### src/ppp_consts.svh
/*
  Constants for the port power protection and attach detection block:
  input vector layout, status bit positions, reset values and timing.
  Assumes a 40 ns system clock; every count is derived from a time in ns.
*/
// Overview of operation
// - Switch overtemperature kills source switch, error recovery
// - Route source current sense to ADC
// - Contract sets OVP level; overvoltage trips source
// - Rail undervoltage with switch on trips port
// - Reverse current opens source switch, auto recloses
// - Armed fast swap closes switch when not reversed
// - VCONN switch clamps current, no reverse blocking
// - Overtemperature latches VCONN off, error recovery
// - Rail undervoltage opens both VCONN switches
// - Sink OVP enabled drops system gate fast
// - Bus overvoltage drops bus gate, hysteretic return
// - Boot mode OVP holds gates; safe strap keeps off
// - System rail reverse current drops bus gate
// - Bus undervoltage drops bus gate, auto return
// - Unattached port discharges bus
// - Single Rd powers bus; open-open applies nothing
// - Ra plus open: no power, watch both
// - Ra plus Rd: bus and VCONN on Ra
// - Rd-Rd debug, Ra-Ra audio, either detaches
// - Default pull-up until source switch closes
// - Low Ra-range voltage means active cable
// - Detach only after full debounce above threshold
`ifndef PPP_CONSTS_SVH
`define PPP_CONSTS_SVH

// ----------------------------------------------------------------
// Per-port comparator input layout
// ----------------------------------------------------------------
`define PPP_IN_SW5_HOT 0
`define PPP_IN_VCN_HOT 1
`define PPP_IN_OVP_HI 2
`define PPP_IN_OVP_LO 3
`define PPP_IN_SRC_RCP 4
`define PPP_IN_SRC_RCPF 5
`define PPP_IN_SYS_OVP 6
`define PPP_IN_SNK_RCP 7
`define PPP_IN_BUS_UVLO 8
`define PPP_IN_CC1_RA 9
`define PPP_IN_CC1_DIS 10
`define PPP_IN_CC2_RA 11
`define PPP_IN_CC2_DIS 12
`define PPP_IN_W 13

// ----------------------------------------------------------------
// Status bit positions per port
// ----------------------------------------------------------------
`define PPP_ST_OTEMP 0
`define PPP_ST_SRC_OVP 1
`define PPP_ST_SRC_UVLO 2
`define PPP_ST_SRC_RCP 3
`define PPP_ST_SYS_OVP 4
`define PPP_ST_BUS_OVP 5
`define PPP_ST_SNK_RCP 6
`define PPP_ST_BUS_UVLO 7
`define PPP_ST_W 8

// ----------------------------------------------------------------
// Reset values
// ----------------------------------------------------------------
`define PPP_RP_DEF 2'h0
`define PPP_SAFE_STRAP 3'h0

// ----------------------------------------------------------------
// Timing
// ----------------------------------------------------------------
`define PPP_CLK_PERIOD_NS 40
`define PPP_T_OTSD_NS 1000
`define PPP_T_SRC_OVP_NS 1000
`define PPP_T_SRC_UVLO_NS 1000
`define PPP_T_SRC_RCP_NS 1000
`define PPP_T_ON_NS 2000
`define PPP_T_FRS_ON_NS 200
`define PPP_T_SYS_FSD_NS 200
`define PPP_T_BUS_OVP_NS 1000
`define PPP_T_BUS_RCP_NS 1000
`define PPP_T_BUS_ON_NS 2000
`define PPP_T_CC_NS 150000
`define PPP_T_ERR_REC_NS 25000000
// Longest time: floor, minus sync and output stages, at least 1
`define PPP_CYC_DN(t) ((((t) / `PPP_CLK_PERIOD_NS) > 4) ? (((t) / `PPP_CLK_PERIOD_NS) - 3) : 1)
// Least time: ceiling
`define PPP_CYC_UP(t) (((t) + `PPP_CLK_PERIOD_NS - 1) / `PPP_CLK_PERIOD_NS)

`endif

### src/ppp_pkg.sv
/*
  Types for the port power protection and attach detection block.
  Assumes nothing beyond a SystemVerilog compiler.
*/
package ppp_pkg;

  typedef enum logic [1:0] {PPP_CC_OPEN, PPP_CC_RA, PPP_CC_RD} ppp_cc_class_t;

  typedef enum logic [3:0] {
    PPP_ATT_NONE, PPP_ATT_SNK1, PPP_ATT_SNK2, PPP_ATT_CBL1, PPP_ATT_CBL2,
    PPP_ATT_PWR1, PPP_ATT_PWR2, PPP_ATT_DBG, PPP_ATT_AUD
  } ppp_attach_t;

  typedef enum logic [1:0] {PPP_ST_UNATT, PPP_ST_ATT, PPP_ST_ERR} ppp_port_state_t;

endpackage : ppp_pkg

### src/ppp_port_guard.sv
/*
  Two-port supervisory logic: source, VCONN and sink path protection,
  error recovery and source-mode attach decoding from the CC pins.
  Assumes analog comparators on the pins; all of them are asynchronous.
*/
`timescale 1ns/100ps
`include "ppp_consts.svh"
module ppp_port_guard #(
  parameter int unsigned OTSD_CYC = `PPP_CYC_DN(`PPP_T_OTSD_NS),
  parameter int unsigned SRC_OVP_CYC = `PPP_CYC_DN(`PPP_T_SRC_OVP_NS),
  parameter int unsigned SRC_UVLO_CYC = `PPP_CYC_DN(`PPP_T_SRC_UVLO_NS),
  parameter int unsigned SRC_RCP_CYC = `PPP_CYC_DN(`PPP_T_SRC_RCP_NS),
  parameter int unsigned ON_CYC = `PPP_CYC_DN(`PPP_T_ON_NS),
  parameter int unsigned FRS_CYC = `PPP_CYC_DN(`PPP_T_FRS_ON_NS),
  parameter int unsigned SYS_FSD_CYC = `PPP_CYC_DN(`PPP_T_SYS_FSD_NS),
  parameter int unsigned BUS_OVP_CYC = `PPP_CYC_DN(`PPP_T_BUS_OVP_NS),
  parameter int unsigned BUS_RCP_CYC = `PPP_CYC_DN(`PPP_T_BUS_RCP_NS),
  parameter int unsigned BUS_ON_CYC = `PPP_CYC_DN(`PPP_T_BUS_ON_NS),
  parameter int unsigned CC_CYC = `PPP_CYC_UP(`PPP_T_CC_NS),
  parameter int unsigned ERR_CYC = `PPP_CYC_UP(`PPP_T_ERR_REC_NS),
  parameter logic [2:0] SAFE_STRAP_CODE = `PPP_SAFE_STRAP
) (
  // Clock and reset
  input logic i_sys_clk,
  input logic i_rst,
  // Comparators, per port
  input logic [1:0] i_sw5_hot,
  input logic [1:0] i_vconn_hot,
  input logic [1:0] i_bus_ovp_hi,
  input logic [1:0] i_bus_ovp_lo,
  input logic [1:0] i_src_rcp,
  input logic [1:0] i_sys_ovp,
  input logic [1:0] i_sink_rcp,
  input logic [1:0] i_bus_uvlo,
  input logic [1:0] i_cc1_below_ra,
  input logic [1:0] i_cc1_below_dis,
  input logic [1:0] i_cc2_below_ra,
  input logic [1:0] i_cc2_below_dis,
  // Shared supply monitors
  input logic i_rail_uvlo,
  input logic i_boot_mode,
  input logic [2:0] i_strap_adc_input,
  // Firmware control, per port
  input logic [1:0] i_src_enable,
  input logic [1:0] i_frs_arm,
  input logic [1:0] i_sink_enable,
  input logic [1:0] i_sink_ovp_enable,
  input logic [3:0] i_rp_select,
  input logic [7:0] i_contract_vmax,
  input logic [1:0] i_vconn_unlatch,
  input logic [15:0] i_status_clear,
  // Power path drive
  output logic [1:0] o_five_volt_source_switch,
  output logic [1:0] o_vconn_source_switch_cc1,
  output logic [1:0] o_vconn_source_switch_cc2,
  output logic [1:0] o_system_sink_gate,
  output logic [1:0] o_bus_sink_gate,
  output logic [1:0] o_bus_discharge,
  output logic [1:0] o_isense_adc_route,
  output logic [7:0] o_ovp_level,
  // CC pin control
  output logic [3:0] o_rp_level,
  output logic [1:0] o_cc1_watch,
  output logic [1:0] o_cc2_watch,
  // Status
  output ppp_pkg::ppp_attach_t [1:0] o_attach_state,
  output logic [1:0] o_error_recovery,
  output logic [15:0] o_status
);
  import ppp_pkg::*;

  localparam int unsigned NQ = 2 * `PPP_IN_W + 2;
  localparam int unsigned SET_TAB [`PPP_IN_W] = '{
    OTSD_CYC, OTSD_CYC, BUS_OVP_CYC, 1, SRC_RCP_CYC, SRC_RCP_CYC,
    SYS_FSD_CYC, BUS_RCP_CYC, BUS_RCP_CYC, 1, 1, 1, 1};
  localparam int unsigned CLR_TAB [`PPP_IN_W] = '{
    1, 1, 1, BUS_ON_CYC, ON_CYC, FRS_CYC,
    1, BUS_ON_CYC, BUS_ON_CYC, 1, 1, 1, 1};

  logic [NQ-1:0] raw;
  logic [NQ-1:0] q;
  logic rail_uvlo_q;
  logic boot_q;
  logic safe_strap;

  // ----------------------------------------------------------------
  // Input synchronisation and qualification
  // ----------------------------------------------------------------
  assign raw = {i_boot_mode, i_rail_uvlo,
                i_cc2_below_dis[1], i_cc2_below_ra[1], i_cc1_below_dis[1],
                i_cc1_below_ra[1], i_bus_uvlo[1], i_sink_rcp[1], i_sys_ovp[1],
                i_src_rcp[1], i_src_rcp[1], i_bus_ovp_lo[1], i_bus_ovp_hi[1],
                i_vconn_hot[1], i_sw5_hot[1],
                i_cc2_below_dis[0], i_cc2_below_ra[0], i_cc1_below_dis[0],
                i_cc1_below_ra[0], i_bus_uvlo[0], i_sink_rcp[0], i_sys_ovp[0],
                i_src_rcp[0], i_src_rcp[0], i_bus_ovp_lo[0], i_bus_ovp_hi[0],
                i_vconn_hot[0], i_sw5_hot[0]};

  for (genvar g = 0; g < NQ; g++)
  begin : g_qual
    localparam int unsigned IX = g % `PPP_IN_W;
    localparam int unsigned SC = (g >= 2 * `PPP_IN_W) ? SRC_UVLO_CYC : SET_TAB[IX];
    localparam int unsigned CC = (g >= 2 * `PPP_IN_W) ? 1 : CLR_TAB[IX];
    ppp_qual #(
      .SET_CYC(SC),
      .CLR_CYC(CC)
    ) u_qual (
      .i_sys_clk(i_sys_clk),
      .i_rst(i_rst),
      .i_raw(raw[g]),
      .o_level(q[g])
    );
  end

  assign rail_uvlo_q = q[2 * `PPP_IN_W];
  assign boot_q = q[2 * `PPP_IN_W + 1];
  assign safe_strap = (i_strap_adc_input == SAFE_STRAP_CODE);

  // ----------------------------------------------------------------
  // Pin classification and attach decode
  // ----------------------------------------------------------------
  function automatic ppp_cc_class_t cc_class(input logic below_ra, input logic below_dis);
    ppp_cc_class_t c;
    c = PPP_CC_OPEN;
    if (below_ra)
      c = PPP_CC_RA;
    else if (below_dis)
      c = PPP_CC_RD;
    return c;
  endfunction : cc_class

  function automatic ppp_attach_t attach_decode(input ppp_cc_class_t c1,
                                                input ppp_cc_class_t c2);
    ppp_attach_t a;
    a = PPP_ATT_NONE;
    case ({c1, c2})
      {PPP_CC_RD, PPP_CC_OPEN}: a = PPP_ATT_SNK1;
      {PPP_CC_OPEN, PPP_CC_RD}: a = PPP_ATT_SNK2;
      {PPP_CC_RA, PPP_CC_OPEN}: a = PPP_ATT_CBL1;
      {PPP_CC_OPEN, PPP_CC_RA}: a = PPP_ATT_CBL2;
      {PPP_CC_RA, PPP_CC_RD}: a = PPP_ATT_PWR1;
      {PPP_CC_RD, PPP_CC_RA}: a = PPP_ATT_PWR2;
      {PPP_CC_RD, PPP_CC_RD}: a = PPP_ATT_DBG;
      {PPP_CC_RA, PPP_CC_RA}: a = PPP_ATT_AUD;
      default: a = PPP_ATT_NONE;
    endcase
    return a;
  endfunction : attach_decode

  // ----------------------------------------------------------------
  // Per-port supervisor
  // ----------------------------------------------------------------
  for (genvar p = 0; p < 2; p++)
  begin : g_port
    localparam int unsigned B = p * `PPP_IN_W;

    ppp_port_state_t state_ff;
    ppp_attach_t attach_ff;
    logic [$clog2(CC_CYC + 1)-1:0] det_cnt_ff;
    logic [$clog2(ERR_CYC + 1)-1:0] err_cnt_ff;
    logic sw5_ff, vcn1_ff, vcn2_ff, vlock_ff;
    logic sys_gate_ff, bus_gate_ff, dsch_ff, isense_ff;
    logic ovp_state_ff, cc1w_ff, cc2w_ff, err_ff;
    logic [1:0] rp_ff;
    logic [3:0] ovp_lvl_ff;
    logic [`PPP_ST_W-1:0] st_ff;
    logic [`PPP_ST_W-1:0] ev;
    ppp_cc_class_t c1, c2;
    ppp_attach_t dec;
    logic hot, src_ovp, src_uvlo, fault, detach, power_att, boot_hold, gate_req;

    assign c1 = cc_class(q[B + `PPP_IN_CC1_RA], q[B + `PPP_IN_CC1_DIS]);
    assign c2 = cc_class(q[B + `PPP_IN_CC2_RA], q[B + `PPP_IN_CC2_DIS]);
    assign dec = attach_decode(c1, c2);
    assign hot = q[B + `PPP_IN_SW5_HOT] | q[B + `PPP_IN_VCN_HOT];
    assign src_ovp = sw5_ff & q[B + `PPP_IN_OVP_HI];
    assign src_uvlo = sw5_ff & rail_uvlo_q;
    assign fault = hot | src_ovp | src_uvlo;

    // Detach condition for the Rd pin, a cable's Ra pin, or either pin of debug and audio
    always_comb
    begin
      detach = 1'b0;
      case (attach_ff)
        PPP_ATT_SNK1, PPP_ATT_CBL1, PPP_ATT_PWR2: detach = (c1 == PPP_CC_OPEN);
        PPP_ATT_SNK2, PPP_ATT_CBL2, PPP_ATT_PWR1: detach = (c2 == PPP_CC_OPEN);
        PPP_ATT_DBG, PPP_ATT_AUD: detach = (c1 == PPP_CC_OPEN) | (c2 == PPP_CC_OPEN);
        default: detach = 1'b0;
      endcase
    end

    assign power_att = (state_ff == PPP_ST_ATT) & i_src_enable[p] &
                       (attach_ff == PPP_ATT_SNK1 | attach_ff == PPP_ATT_SNK2 |
                        attach_ff == PPP_ATT_PWR1 | attach_ff == PPP_ATT_PWR2);

    // ----------------------------------------------------------------
    // Connection state
    // ----------------------------------------------------------------
    always_ff @(posedge i_sys_clk)
    begin
      if (i_rst)
      begin
        state_ff <= PPP_ST_UNATT;
        attach_ff <= PPP_ATT_NONE;
        err_ff <= 1'b0;
      end
      else
      begin
        err_ff <= (state_ff == PPP_ST_ERR) ?
                  (err_cnt_ff < $bits(err_cnt_ff)'(ERR_CYC - 1)) : fault;
        case (state_ff)
          PPP_ST_UNATT:
          begin
            if (fault)
              state_ff <= PPP_ST_ERR;
            else if (dec != PPP_ATT_NONE)
            begin
              state_ff <= PPP_ST_ATT;
              attach_ff <= dec;
            end
          end
          PPP_ST_ATT:
          begin
            if (fault)
            begin
              state_ff <= PPP_ST_ERR;
              attach_ff <= PPP_ATT_NONE;
            end
            else if (detach && det_cnt_ff >= $bits(det_cnt_ff)'(CC_CYC - 1))
            begin
              state_ff <= PPP_ST_UNATT;
              attach_ff <= PPP_ATT_NONE;
            end
            else if ((attach_ff == PPP_ATT_CBL1 && dec == PPP_ATT_PWR1) ||
                     (attach_ff == PPP_ATT_CBL2 && dec == PPP_ATT_PWR2))
              attach_ff <= dec;
          end
          PPP_ST_ERR:
          begin
            attach_ff <= PPP_ATT_NONE;
            if (err_cnt_ff >= $bits(err_cnt_ff)'(ERR_CYC - 1))
              state_ff <= PPP_ST_UNATT;
          end
          default:
          begin
            state_ff <= PPP_ST_UNATT;
            attach_ff <= PPP_ATT_NONE;
          end
        endcase
      end
    end

    // Detach debounce
    always_ff @(posedge i_sys_clk)
    begin
      if (i_rst || !detach || state_ff != PPP_ST_ATT)
        det_cnt_ff <= '0;
      else if (det_cnt_ff < $bits(det_cnt_ff)'(CC_CYC - 1))
        det_cnt_ff <= det_cnt_ff + 1'b1;
    end

    // Error recovery dwell
    always_ff @(posedge i_sys_clk)
    begin
      if (i_rst || state_ff != PPP_ST_ERR)
        err_cnt_ff <= '0;
      else
        err_cnt_ff <= err_cnt_ff + 1'b1;
    end

    // ----------------------------------------------------------------
    // Source path
    // ----------------------------------------------------------------
    always_ff @(posedge i_sys_clk)
    begin
      if (i_rst)
      begin
        sw5_ff <= 1'b0;
        isense_ff <= 1'b0;
        ovp_lvl_ff <= '0;
      end
      else
      begin
        sw5_ff <= !fault && state_ff != PPP_ST_ERR &&
                  ((power_att && !q[B + `PPP_IN_SRC_RCP]) ||
                   (i_frs_arm[p] && !q[B + `PPP_IN_SRC_RCPF]));
        isense_ff <= sw5_ff;
        ovp_lvl_ff <= i_contract_vmax[p*4 +: 4];
      end
    end

    // VCONN switches; the current clamp is analog and never blocks reverse flow
    always_ff @(posedge i_sys_clk)
    begin
      if (i_rst)
      begin
        vlock_ff <= 1'b0;
        vcn1_ff <= 1'b0;
        vcn2_ff <= 1'b0;
      end
      else
      begin
        vlock_ff <= hot | (vlock_ff & ~i_vconn_unlatch[p]);
        vcn1_ff <= power_att && attach_ff == PPP_ATT_PWR1 &&
                   !vlock_ff && !hot && !rail_uvlo_q;
        vcn2_ff <= power_att && attach_ff == PPP_ATT_PWR2 &&
                   !vlock_ff && !hot && !rail_uvlo_q;
      end
    end

    // ----------------------------------------------------------------
    // Sink path
    // ----------------------------------------------------------------
    assign boot_hold = boot_q & (ovp_state_ff | q[B + `PPP_IN_OVP_HI] | safe_strap);
    assign gate_req = boot_q | i_sink_enable[p];

    always_ff @(posedge i_sys_clk)
    begin
      if (i_rst)
        ovp_state_ff <= 1'b0;
      else if (q[B + `PPP_IN_OVP_HI])
        ovp_state_ff <= 1'b1;
      else if (!q[B + `PPP_IN_OVP_LO])
        ovp_state_ff <= 1'b0;
    end

    always_ff @(posedge i_sys_clk)
    begin
      if (i_rst)
      begin
        sys_gate_ff <= 1'b0;
        bus_gate_ff <= 1'b0;
      end
      else
      begin
        sys_gate_ff <= gate_req && !boot_hold &&
                       !(i_sink_ovp_enable[p] && q[B + `PPP_IN_SYS_OVP]);
        bus_gate_ff <= gate_req && !boot_hold &&
                       !ovp_state_ff && !q[B + `PPP_IN_OVP_HI] &&
                       !q[B + `PPP_IN_SNK_RCP] &&
                       !q[B + `PPP_IN_BUS_UVLO];
      end
    end

    // ----------------------------------------------------------------
    // CC pin control and discharge
    // ----------------------------------------------------------------
    always_ff @(posedge i_sys_clk)
    begin
      if (i_rst)
      begin
        dsch_ff <= 1'b0;
        rp_ff <= `PPP_RP_DEF;
        cc1w_ff <= 1'b0;
        cc2w_ff <= 1'b0;
      end
      else
      begin
        dsch_ff <= (state_ff == PPP_ST_UNATT);
        rp_ff <= sw5_ff ? i_rp_select[p*2 +: 2] : `PPP_RP_DEF;
        cc1w_ff <= !(attach_ff == PPP_ATT_SNK2 || attach_ff == PPP_ATT_PWR1);
        cc2w_ff <= !(attach_ff == PPP_ATT_SNK1 || attach_ff == PPP_ATT_PWR2);
      end
    end

    // ----------------------------------------------------------------
    // Sticky event flags, set wins over clear
    // ----------------------------------------------------------------
    assign ev[`PPP_ST_OTEMP] = hot;
    assign ev[`PPP_ST_SRC_OVP] = src_ovp;
    assign ev[`PPP_ST_SRC_UVLO] = src_uvlo;
    assign ev[`PPP_ST_SRC_RCP] = q[B + `PPP_IN_SRC_RCP];
    assign ev[`PPP_ST_SYS_OVP] = i_sink_ovp_enable[p] & q[B + `PPP_IN_SYS_OVP];
    assign ev[`PPP_ST_BUS_OVP] = q[B + `PPP_IN_OVP_HI];
    assign ev[`PPP_ST_SNK_RCP] = q[B + `PPP_IN_SNK_RCP];
    assign ev[`PPP_ST_BUS_UVLO] = q[B + `PPP_IN_BUS_UVLO];

    always_ff @(posedge i_sys_clk)
    begin
      if (i_rst)
        st_ff <= '0;
      else
        st_ff <= (st_ff & ~i_status_clear[p*8 +: 8]) | ev;
    end

    // ----------------------------------------------------------------
    // Outputs
    // ----------------------------------------------------------------
    assign o_five_volt_source_switch[p] = sw5_ff;
    assign o_vconn_source_switch_cc1[p] = vcn1_ff;
    assign o_vconn_source_switch_cc2[p] = vcn2_ff;
    assign o_system_sink_gate[p] = sys_gate_ff;
    assign o_bus_sink_gate[p] = bus_gate_ff;
    assign o_bus_discharge[p] = dsch_ff;
    assign o_isense_adc_route[p] = isense_ff;
    assign o_ovp_level[p*4 +: 4] = ovp_lvl_ff;
    assign o_rp_level[p*2 +: 2] = rp_ff;
    assign o_cc1_watch[p] = cc1w_ff;
    assign o_cc2_watch[p] = cc2w_ff;
    assign o_attach_state[p] = attach_ff;
    assign o_error_recovery[p] = err_ff;
    assign o_status[p*8 +: 8] = st_ff;
  end

endmodule : ppp_port_guard

### src/ppp_qual.sv
/*
  Two-flop synchroniser followed by an asymmetric qualification filter.
  Assumes an asynchronous raw level and a synchronous active-high reset.
*/
`timescale 1ns/100ps
module ppp_qual #(
  parameter int unsigned SET_CYC = 1,
  parameter int unsigned CLR_CYC = 1
) (
  // Clock and reset
  input logic i_sys_clk,
  input logic i_rst,
  // Level
  input logic i_raw,
  output logic o_level
);

  localparam int unsigned MAXC = (SET_CYC > CLR_CYC) ? SET_CYC : CLR_CYC;
  localparam int unsigned CW = $clog2(MAXC + 1);

  logic meta_ff;
  logic sync_ff;
  logic level_ff;
  logic [CW-1:0] cnt_ff;
  logic [CW-1:0] need;

  assign need = sync_ff ? CW'(SET_CYC - 1) : CW'(CLR_CYC - 1);
  assign o_level = level_ff;

  // ----------------------------------------------------------------
  // Synchroniser
  // ----------------------------------------------------------------
  always_ff @(posedge i_sys_clk)
  begin
    if (i_rst)
    begin
      meta_ff <= 1'b0;
      sync_ff <= 1'b0;
    end
    else
    begin
      meta_ff <= i_raw;
      sync_ff <= meta_ff;
    end
  end

  // ----------------------------------------------------------------
  // Qualification
  // ----------------------------------------------------------------
  always_ff @(posedge i_sys_clk)
  begin
    if (i_rst)
    begin
      level_ff <= 1'b0;
      cnt_ff <= '0;
    end
    else if (sync_ff == level_ff)
      cnt_ff <= '0;
    else if (cnt_ff >= need)
    begin
      level_ff <= sync_ff;
      cnt_ff <= '0;
    end
    else
      cnt_ff <= cnt_ff + 1'b1;
  end

endmodule : ppp_qual
### config.mk
export PLATFORM = sky130hd
export DESIGN_NAME = ppp_port_guard
export DESIGN_NICKNAME = d
export VERILOG_FILES = /design/src/ppp_pkg.sv /design/src/ppp_port_guard.sv /design/src/ppp_qual.sv
export VERILOG_INCLUDE_DIRS = /design/src /design/src/src
export SDC_FILE = /design/constraint.sdc
export NUM_CORES = 1
export LEC_CHECK = 0
export ABC_AREA = 1
export BUFFER_PORTS_ARGS = -buffer_cell sky130_fd_sc_hd__buf_2
export CAP_MARGIN = 20
export CORE_MARGIN = 5
export CORE_UTILIZATION = 55
export DETAILED_ROUTE_END_ITERATION = 8
export PLACE_DENSITY = 0.74
export SLEW_MARGIN = 20
export SYNTH_ARGS = -nofsm -noshare
export SYNTH_HDL_FRONTEND = slang
export SYNTH_HIERARCHICAL = 1
export SYNTH_SLANG_ARGS = --single-unit
### constraint.sdc
create_clock -name i_sys_clk -period 4.08 [get_ports i_sys_clk]
set_input_delay 0.408 -clock i_sys_clk [delete_from_list [all_inputs] [get_ports i_sys_clk]]
set_output_delay 0.408 -clock i_sys_clk [all_outputs]
set_load 0.05 [all_outputs]
==> results.sh, run 1 <==
export IMPL_status="completed"
export IMPL_ant_nets=0
export IMPL_grt_setup_unrepaired="false"
export IMPL_grt_usage_pct=18.7
export IMPL_layout_commonest_cell="nor2_1"
export IMPL_grt_pass1_vias=11400
export IMPL_intPower_w=0.00532
export IMPL_cp_data_required_time_ps=4480
export IMPL_dp_slack_ps=2000
export IMPL_clk_pin_slew_worst_paths_ps=60
export IMPL_synthDistinctLibCells=52
export IMPL_cts_resized=0
export IMPL_period_share_pct=45.8
export IMPL_critPathKind="register to register"
export IMPL_timing_fmax_mhz=536
export IMPL_routed_wl_mm=29.1
export IMPL_layout_setup_ws_ps=2210
export IMPL_synth_warnings=6
export IMPL_cts_setup_buffers=0
export IMPL_syn_inst=1963
export IMPL_start_kind="register"
export IMPL_cts_root_buf="clkbuf_16"
export IMPL_antenna_found_initial=2
export IMPL_min_period_ps=1870
export IMPL_max_cap_violations=0
export IMPL_switching_share_pct=26.8
export IMPL_drv_slew=0
export IMPL_io_buffer_count=124
export IMPL_syn_nets=2128
export IMPL_powerDensity_mw_per_mm2=424
export IMPL_async_flop_share_pct=0
export IMPL_ir_drop_v=0.000288
export IMPL_grt_start_max_net_pins=52
export IMPL_power_w=0.00727
export IMPL_crit_arrival_ps=2270
export IMPL_clk_insertion_delay_late_ps=510
export IMPL_grt_pass1_wl_mm=49.8
export IMPL_ctsHoldBuffers=0
export IMPL_initial_core_util_pct=56.0
export IMPL_dpl_hpwl_mm=21.6
export IMPL_tns_ps=0
export IMPL_cts_buffers=34
export IMPL_p_comb_share_pct=11.4
export IMPL_final_cells=2461
export IMPL_hold_violations=0
export IMPL_finalNetCount=2260
export IMPL_p_seq_share_pct=45.0
export IMPL_io_pins=125
export IMPL_cts_max_path_buffers=3
export IMPL_synth_seq_cells=314
export IMPL_yosysSeqAreaShare_pct=41.7
export IMPL_die_area_sq_mm=0.0309
export IMPL_synth_cell_area_sq_mm=0.0151
export IMPL_via_per_inst=4.89
export IMPL_dieHeight_um=176
export IMPL_drc=0
export IMPL_maxSlewHeadroom_pct=54.5
export IMPL_switchingPower_w=0.00195
export IMPL_setup_violations=0
export IMPL_core_sq_mm=0.0270
export IMPL_synthFlopType="dfxtp_1"
export IMPL_gp_congestion=0.885
export IMPL_hold_path_class="input port to register"
export IMPL_avgSynthCellArea_sq_um=7.69
export IMPL_vias=12000
export IMPL_wl_per_cell_um=11.8
export IMPL_clockPowerShare_pct=43.6
export IMPL_skew_ps=13.9
export IMPL_worstSetupEndpointType="register"
export IMPL_firstDrtPassIters=7
export IMPL_antenna_diode_count=0
export IMPL_clkSinkCount=314
export IMPL_final_cell_mix="nor2_1, inv_1, dfxtp_1, nand2_1, buf_2"
export IMPL_drive_gt1_share_pct=16.8
export IMPL_worst_pin_slew_ps=681
export IMPL_die_x_um=176
export IMPL_synth_edff_count=0
export IMPL_ctsHtreeMaxLevel=2
export IMPL_leakage_nw=7.56
export IMPL_drt_iter0_drc=649
export IMPL_area_delta_synth_final_pct=13.7
export IMPL_globalRoute_totalOverflow=0
export IMPL_critical_path_peak_fanout=6
export IMPL_rows=60
export IMPL_cts_tree="yes"
export IMPL_dp_cells=2400
-- synth_stat cells, types with 11 or more instances --
| library cell | count | share of area [%] |
|---|---|---|
| nor3_1 | 35 | 1.2 |
| nor2_1 | 321 | 8.0 |
| a21oi_1 | 98 | 3.2 |
| nor2_2 | 22 | 0.91 |
| o21ai_0 | 12 | 0.40 |
| nand4_1 | 16 | 0.66 |
| nand3b_1 | 12 | 0.60 |
| a21oi_2 | 19 | 1.1 |
| nand2_2 | 31 | 1.3 |
| nand4_2 | 11 | 0.91 |
| dfxtp_1 | 314 | 42 |
| ha_1 | 96 | 8.0 |
| buf_4 | 20 | 0.99 |
| nand3_2 | 14 | 0.93 |
| nand3_1 | 97 | 3.2 |
| nand2_1 | 307 | 7.6 |
| xor2_1 | 41 | 2.4 |
| inv_2 | 34 | 0.85 |
| xnor2_1 | 32 | 1.9 |
| inv_1 | 318 | 7.9 |
-- stage by stage --
step           util [%]  hold WS (ps)  cell area, sq um
2_1_floorplan         -           388             15100
3_3_place_gp       59.3           390             16000
3_5_place_dp       59.3           396             16000
4_1_cts            63.6          60.9             17200
5_1_grt            63.6          80.4             17200
6_report           63.6          81.5             17200
-- power by group through the flow --
stage	clock network (W)	logic (W)	registers, W
after floorplan	0	0.000539	0.00342
after global placement	0	0.000810	0.00333
after detailed placement	0	0.000824	0.00334
after CTS	0.00325	0.000831	0.00327
after global routing	0.00339	0.000927	0.00328
final	0.00317	0.000831	0.00327
-- kinds of logic after synthesis --
family / Yosys count / share of synthesized area [%]
simple gates: 914 / 28.6
buf+inv: 392 / 10.3
flops: 314 / 41.7
compound gates: 174 / 7.20
fa+ha+maj: 96 / 7.96
xor+xnor: 73 / 4.24
-- critical path: stages, from the launching register on --
cell	delay (ps)
dfxtp_1	330
nor2_1	290
nand3_1	280
nor3_1	320
nand3_1	120
nand2_1	210
inv_2	70
nor2_1	90
nor2_1	50
-- per-layer routing --
layer	GRT usage, %	vias to the layer above	wire length (um)	share of wire (%)
met5	0	-	21	0.072
met4	4.84	4	477	1.6
met3	3.72	42	1620	5.6
met2	33.5	233	14000	48
met1	23.2	5385	13000	45
li1	-	6375	-	-
-- final timing paths --
kind / slack [ps] / from / end / depth (start not counted)
worst min-delay path: 80 / i_sink_ovp_enable[0] / g_port[0].sys_gate_ff$_SDFF_PP0_ / 2
worst min register to register: 400 / g_qual[0].u_qual/meta_ff$_SDFF_PP0_ / g_qual[0].u_qual/sync_ff$_SDFF_PP0_ / 2
worst max register to register: 2210 / g_qual[0].u_qual/o_level$_SDFFE_PP0P_ / g_port[0].attach_ff[1]$_SDFFE_PP0P_ / 8
worst max-delay path: 2210 / g_qual[0].u_qual/o_level$_SDFFE_PP0P_ / g_port[0].attach_ff[1]$_SDFFE_PP0P_ / 8
-- registers in the layout, indices dropped and copies added (netlist names), 4 cells and up --
name / flops
g_qual.u_qual/cnt_ff: 102
g_port.err_cnt_ff: 40
g_qual.u_qual/meta_ff: 28
g_qual.u_qual/o_level: 28
g_qual.u_qual/sync_ff: 28
g_port.det_cnt_ff: 24
g_port.st_ff: 16
g_port.attach_ff: 8
g_port.ovp_lvl_ff: 8
g_port.rp_ff: 4
g_port.state_ff: 4
-- layout make-up --
cell class | count | area, sq um
Inverter | 361 | 1370
Tap cell | 341 | 427
Clock inverter | 20 | 209
Fill cell | 2357 | 9800
Multi-Input combinational cell | 1257 | 7250
Clock buffer | 41 | 971
Timing Repair Buffer | 127 | 649
Sequential cell | 314 | 6290
Power figures use the tool's default switching activity.
==> run 2: changes to the inputs <==
CORE_UTILIZATION = 54   (was 55)
PLACE_DENSITY = 0.76   (was 0.74)
clock period = 1.61 ns   (was 4.08 ns; I/O delays follow)
==> results.sh, run 2 (synthesis results as in run 1) <==
export IMPL_dp_slack_ps=-116
export IMPL_largest_registers="g_qual.u_qual/cnt_ff x102, g_port.err_cnt_ff x40"
export IMPL_clk_pin_slew_worst_paths_ps=60
export IMPL_status="finished, violations left"
export IMPL_vias=12800
export IMPL_hold_path_class="input port to register"
export IMPL_drt_iter0_drc=690
export IMPL_ant_nets=0
export IMPL_skew_ps=12.5
export IMPL_rows=61
export IMPL_antenna_diode_count=0
export IMPL_firstDrtPassIters=5
export IMPL_wl_per_cell_um=12.4
export IMPL_critical_path_peak_fanout=5
export IMPL_cts_tree="yes"
export IMPL_drive_gt1_share_pct=23.4
export IMPL_hold_violations=0
export IMPL_layout_setup_ws_ps=-11.0
export IMPL_stdcell_area_sq_mm=0.0188
export IMPL_fin_util_pct=67.7
export IMPL_dp_cells=2476
export IMPL_grt_pass1_vias=12400
export IMPL_maxSlewHeadroom_pct=64.1
export IMPL_cp_data_required_time_ps=2000
export IMPL_finalNetCount=2383
export IMPL_cts_root_buf="clkbuf_16"
export IMPL_timing_fmax_mhz=617
export IMPL_drc=0
export IMPL_largest_reg_flops=102
export IMPL_powerDensity_mw_per_mm2=1000
export IMPL_violations="negative setup slack"
export IMPL_final_cells=2617
export IMPL_routed_wl_mm=32.5
export IMPL_drv_slew=0
export IMPL_cts_buffers=35
export IMPL_initial_core_util_pct=54.5
export IMPL_final_cell_mix="inv_1, nor2_1, nand2_1, dfxtp_1, buf_2"
export IMPL_die_area_sq_mm=0.0314
export IMPL_min_period_ps=1620
export IMPL_grt_usage_pct=20.0
export IMPL_setup_violations=1
export IMPL_layout_commonest_cell="inv_1"
export IMPL_core_sq_mm=0.0277
export IMPL_worstSetupEndpointType="register"
export IMPL_grt_start_max_net_pins=53
export IMPL_io_buffer_count=124
export IMPL_start_kind="register"
export IMPL_period_share_pct=101
export IMPL_clkSinkCount=314
export IMPL_max_cap_violations=0
export IMPL_via_per_inst=4.91
export IMPL_clk_insertion_delay_late_ps=500
export IMPL_postPlaceCellArea_sq_mm=0.0163
export IMPL_die_x_um=177
export IMPL_io_pins=125
export IMPL_crit_arrival_ps=2010
export IMPL_antenna_found_initial=0
export IMPL_dieHeight_um=177
export IMPL_critPathKind="register to register"
export IMPL_cts_max_path_buffers=3
export IMPL_gp_congestion=0.848
export IMPL_ir_drop_v=0.000810
export IMPL_regMostFlops="g_qual.u_qual/cnt_ff"
export IMPL_tns_ps=-11.0
export IMPL_grt_setup_unrepaired="true"
export IMPL_leakage_nw=8.28
export IMPL_area_delta_synth_final_pct=24.2
export IMPL_dpl_hpwl_mm=21.9
export IMPL_globalRoute_totalOverflow=0
export IMPL_worst_pin_slew_ps=535
export IMPL_grt_pass1_wl_mm=53.7
export IMPL_ctsHtreeMaxLevel=2
[run 2: layer usage]
layer  global-route usage [%]  vias to the layer above  share of wire (%)
met4                     7.51                        0                3.3
met3                     4.04                       77                5.5
met5                        0                        -                  0
met2                     35.6                      294                 49
met1                     23.9                     5830                 42
li1                         -                     6644                  -
[run 2: final timing paths]
check,cells after the start,slack [ps],to,startpoint
setup / recovery,9,-10,g_port[1].err_cnt_ff[15]$_SDFF_PP0_,g_port[1].err_cnt_ff[0]$_SDFF_PP0_
hold / removal,3,30,g_port[0].bus_gate_ff$_SDFF_PP0_,i_sink_enable[0]
setup reg to reg,9,-10,g_port[1].err_cnt_ff[15]$_SDFF_PP0_,g_port[1].err_cnt_ff[0]$_SDFF_PP0_
hold reg to reg,2,390,g_qual[1].u_qual/sync_ff$_SDFF_PP0_,g_qual[1].u_qual/meta_ff$_SDFF_PP0_
[run 2: power by group]
part / switching [W] / internal [W]
Combinational: 0.00168 / 0.000863
Clock: 0.00306 / 0.00484
Sequential: 0.000251 / 0.00808
Total: 0.00499 / 0.0138
[run 2: final cells by class]
| cell class | count | area, sq um |
|---|---|---|
| clock inverters | 11 | 141 |
| fillers | 2131 | 8950 |
| clock buffers | 47 | 1000 |
| well taps | 378 | 473 |
| flip-flops and latches | 314 | 6350 |
| inverters | 361 | 1380 |
| multi-input cells | 1257 | 7670 |
| repair buffers | 249 | 1740 |
[run 2: stage by stage]
step,total power [W],hold slack (ps)
after floorplan,0.0100,232
after global placement,0.0106,359
after detailed placement,0.0106,368
after CTS,0.0187,2.55
after global routing,0.0196,49.5
final,0.0188,32.1
[run 2: critical path, cell delays in order (launching register included)]
cell,delay (ps)
dfxtp_2,360
buf_4,120
nand3_2,110
nor3_4,180
nand2_2,100
nor2_4,130
inv_4,70
nor3_4,210
xor2_1,170
nor2_1,50
[run 2: repair_timing]
item                       4_1_cts  5_1_grt
hold endpoints to repair        63        0
hold buffers                    60        0
pin swaps                        0       32
resized for setup                9      142
setup buffers                    4       19
setup endpoints to repair       10       91
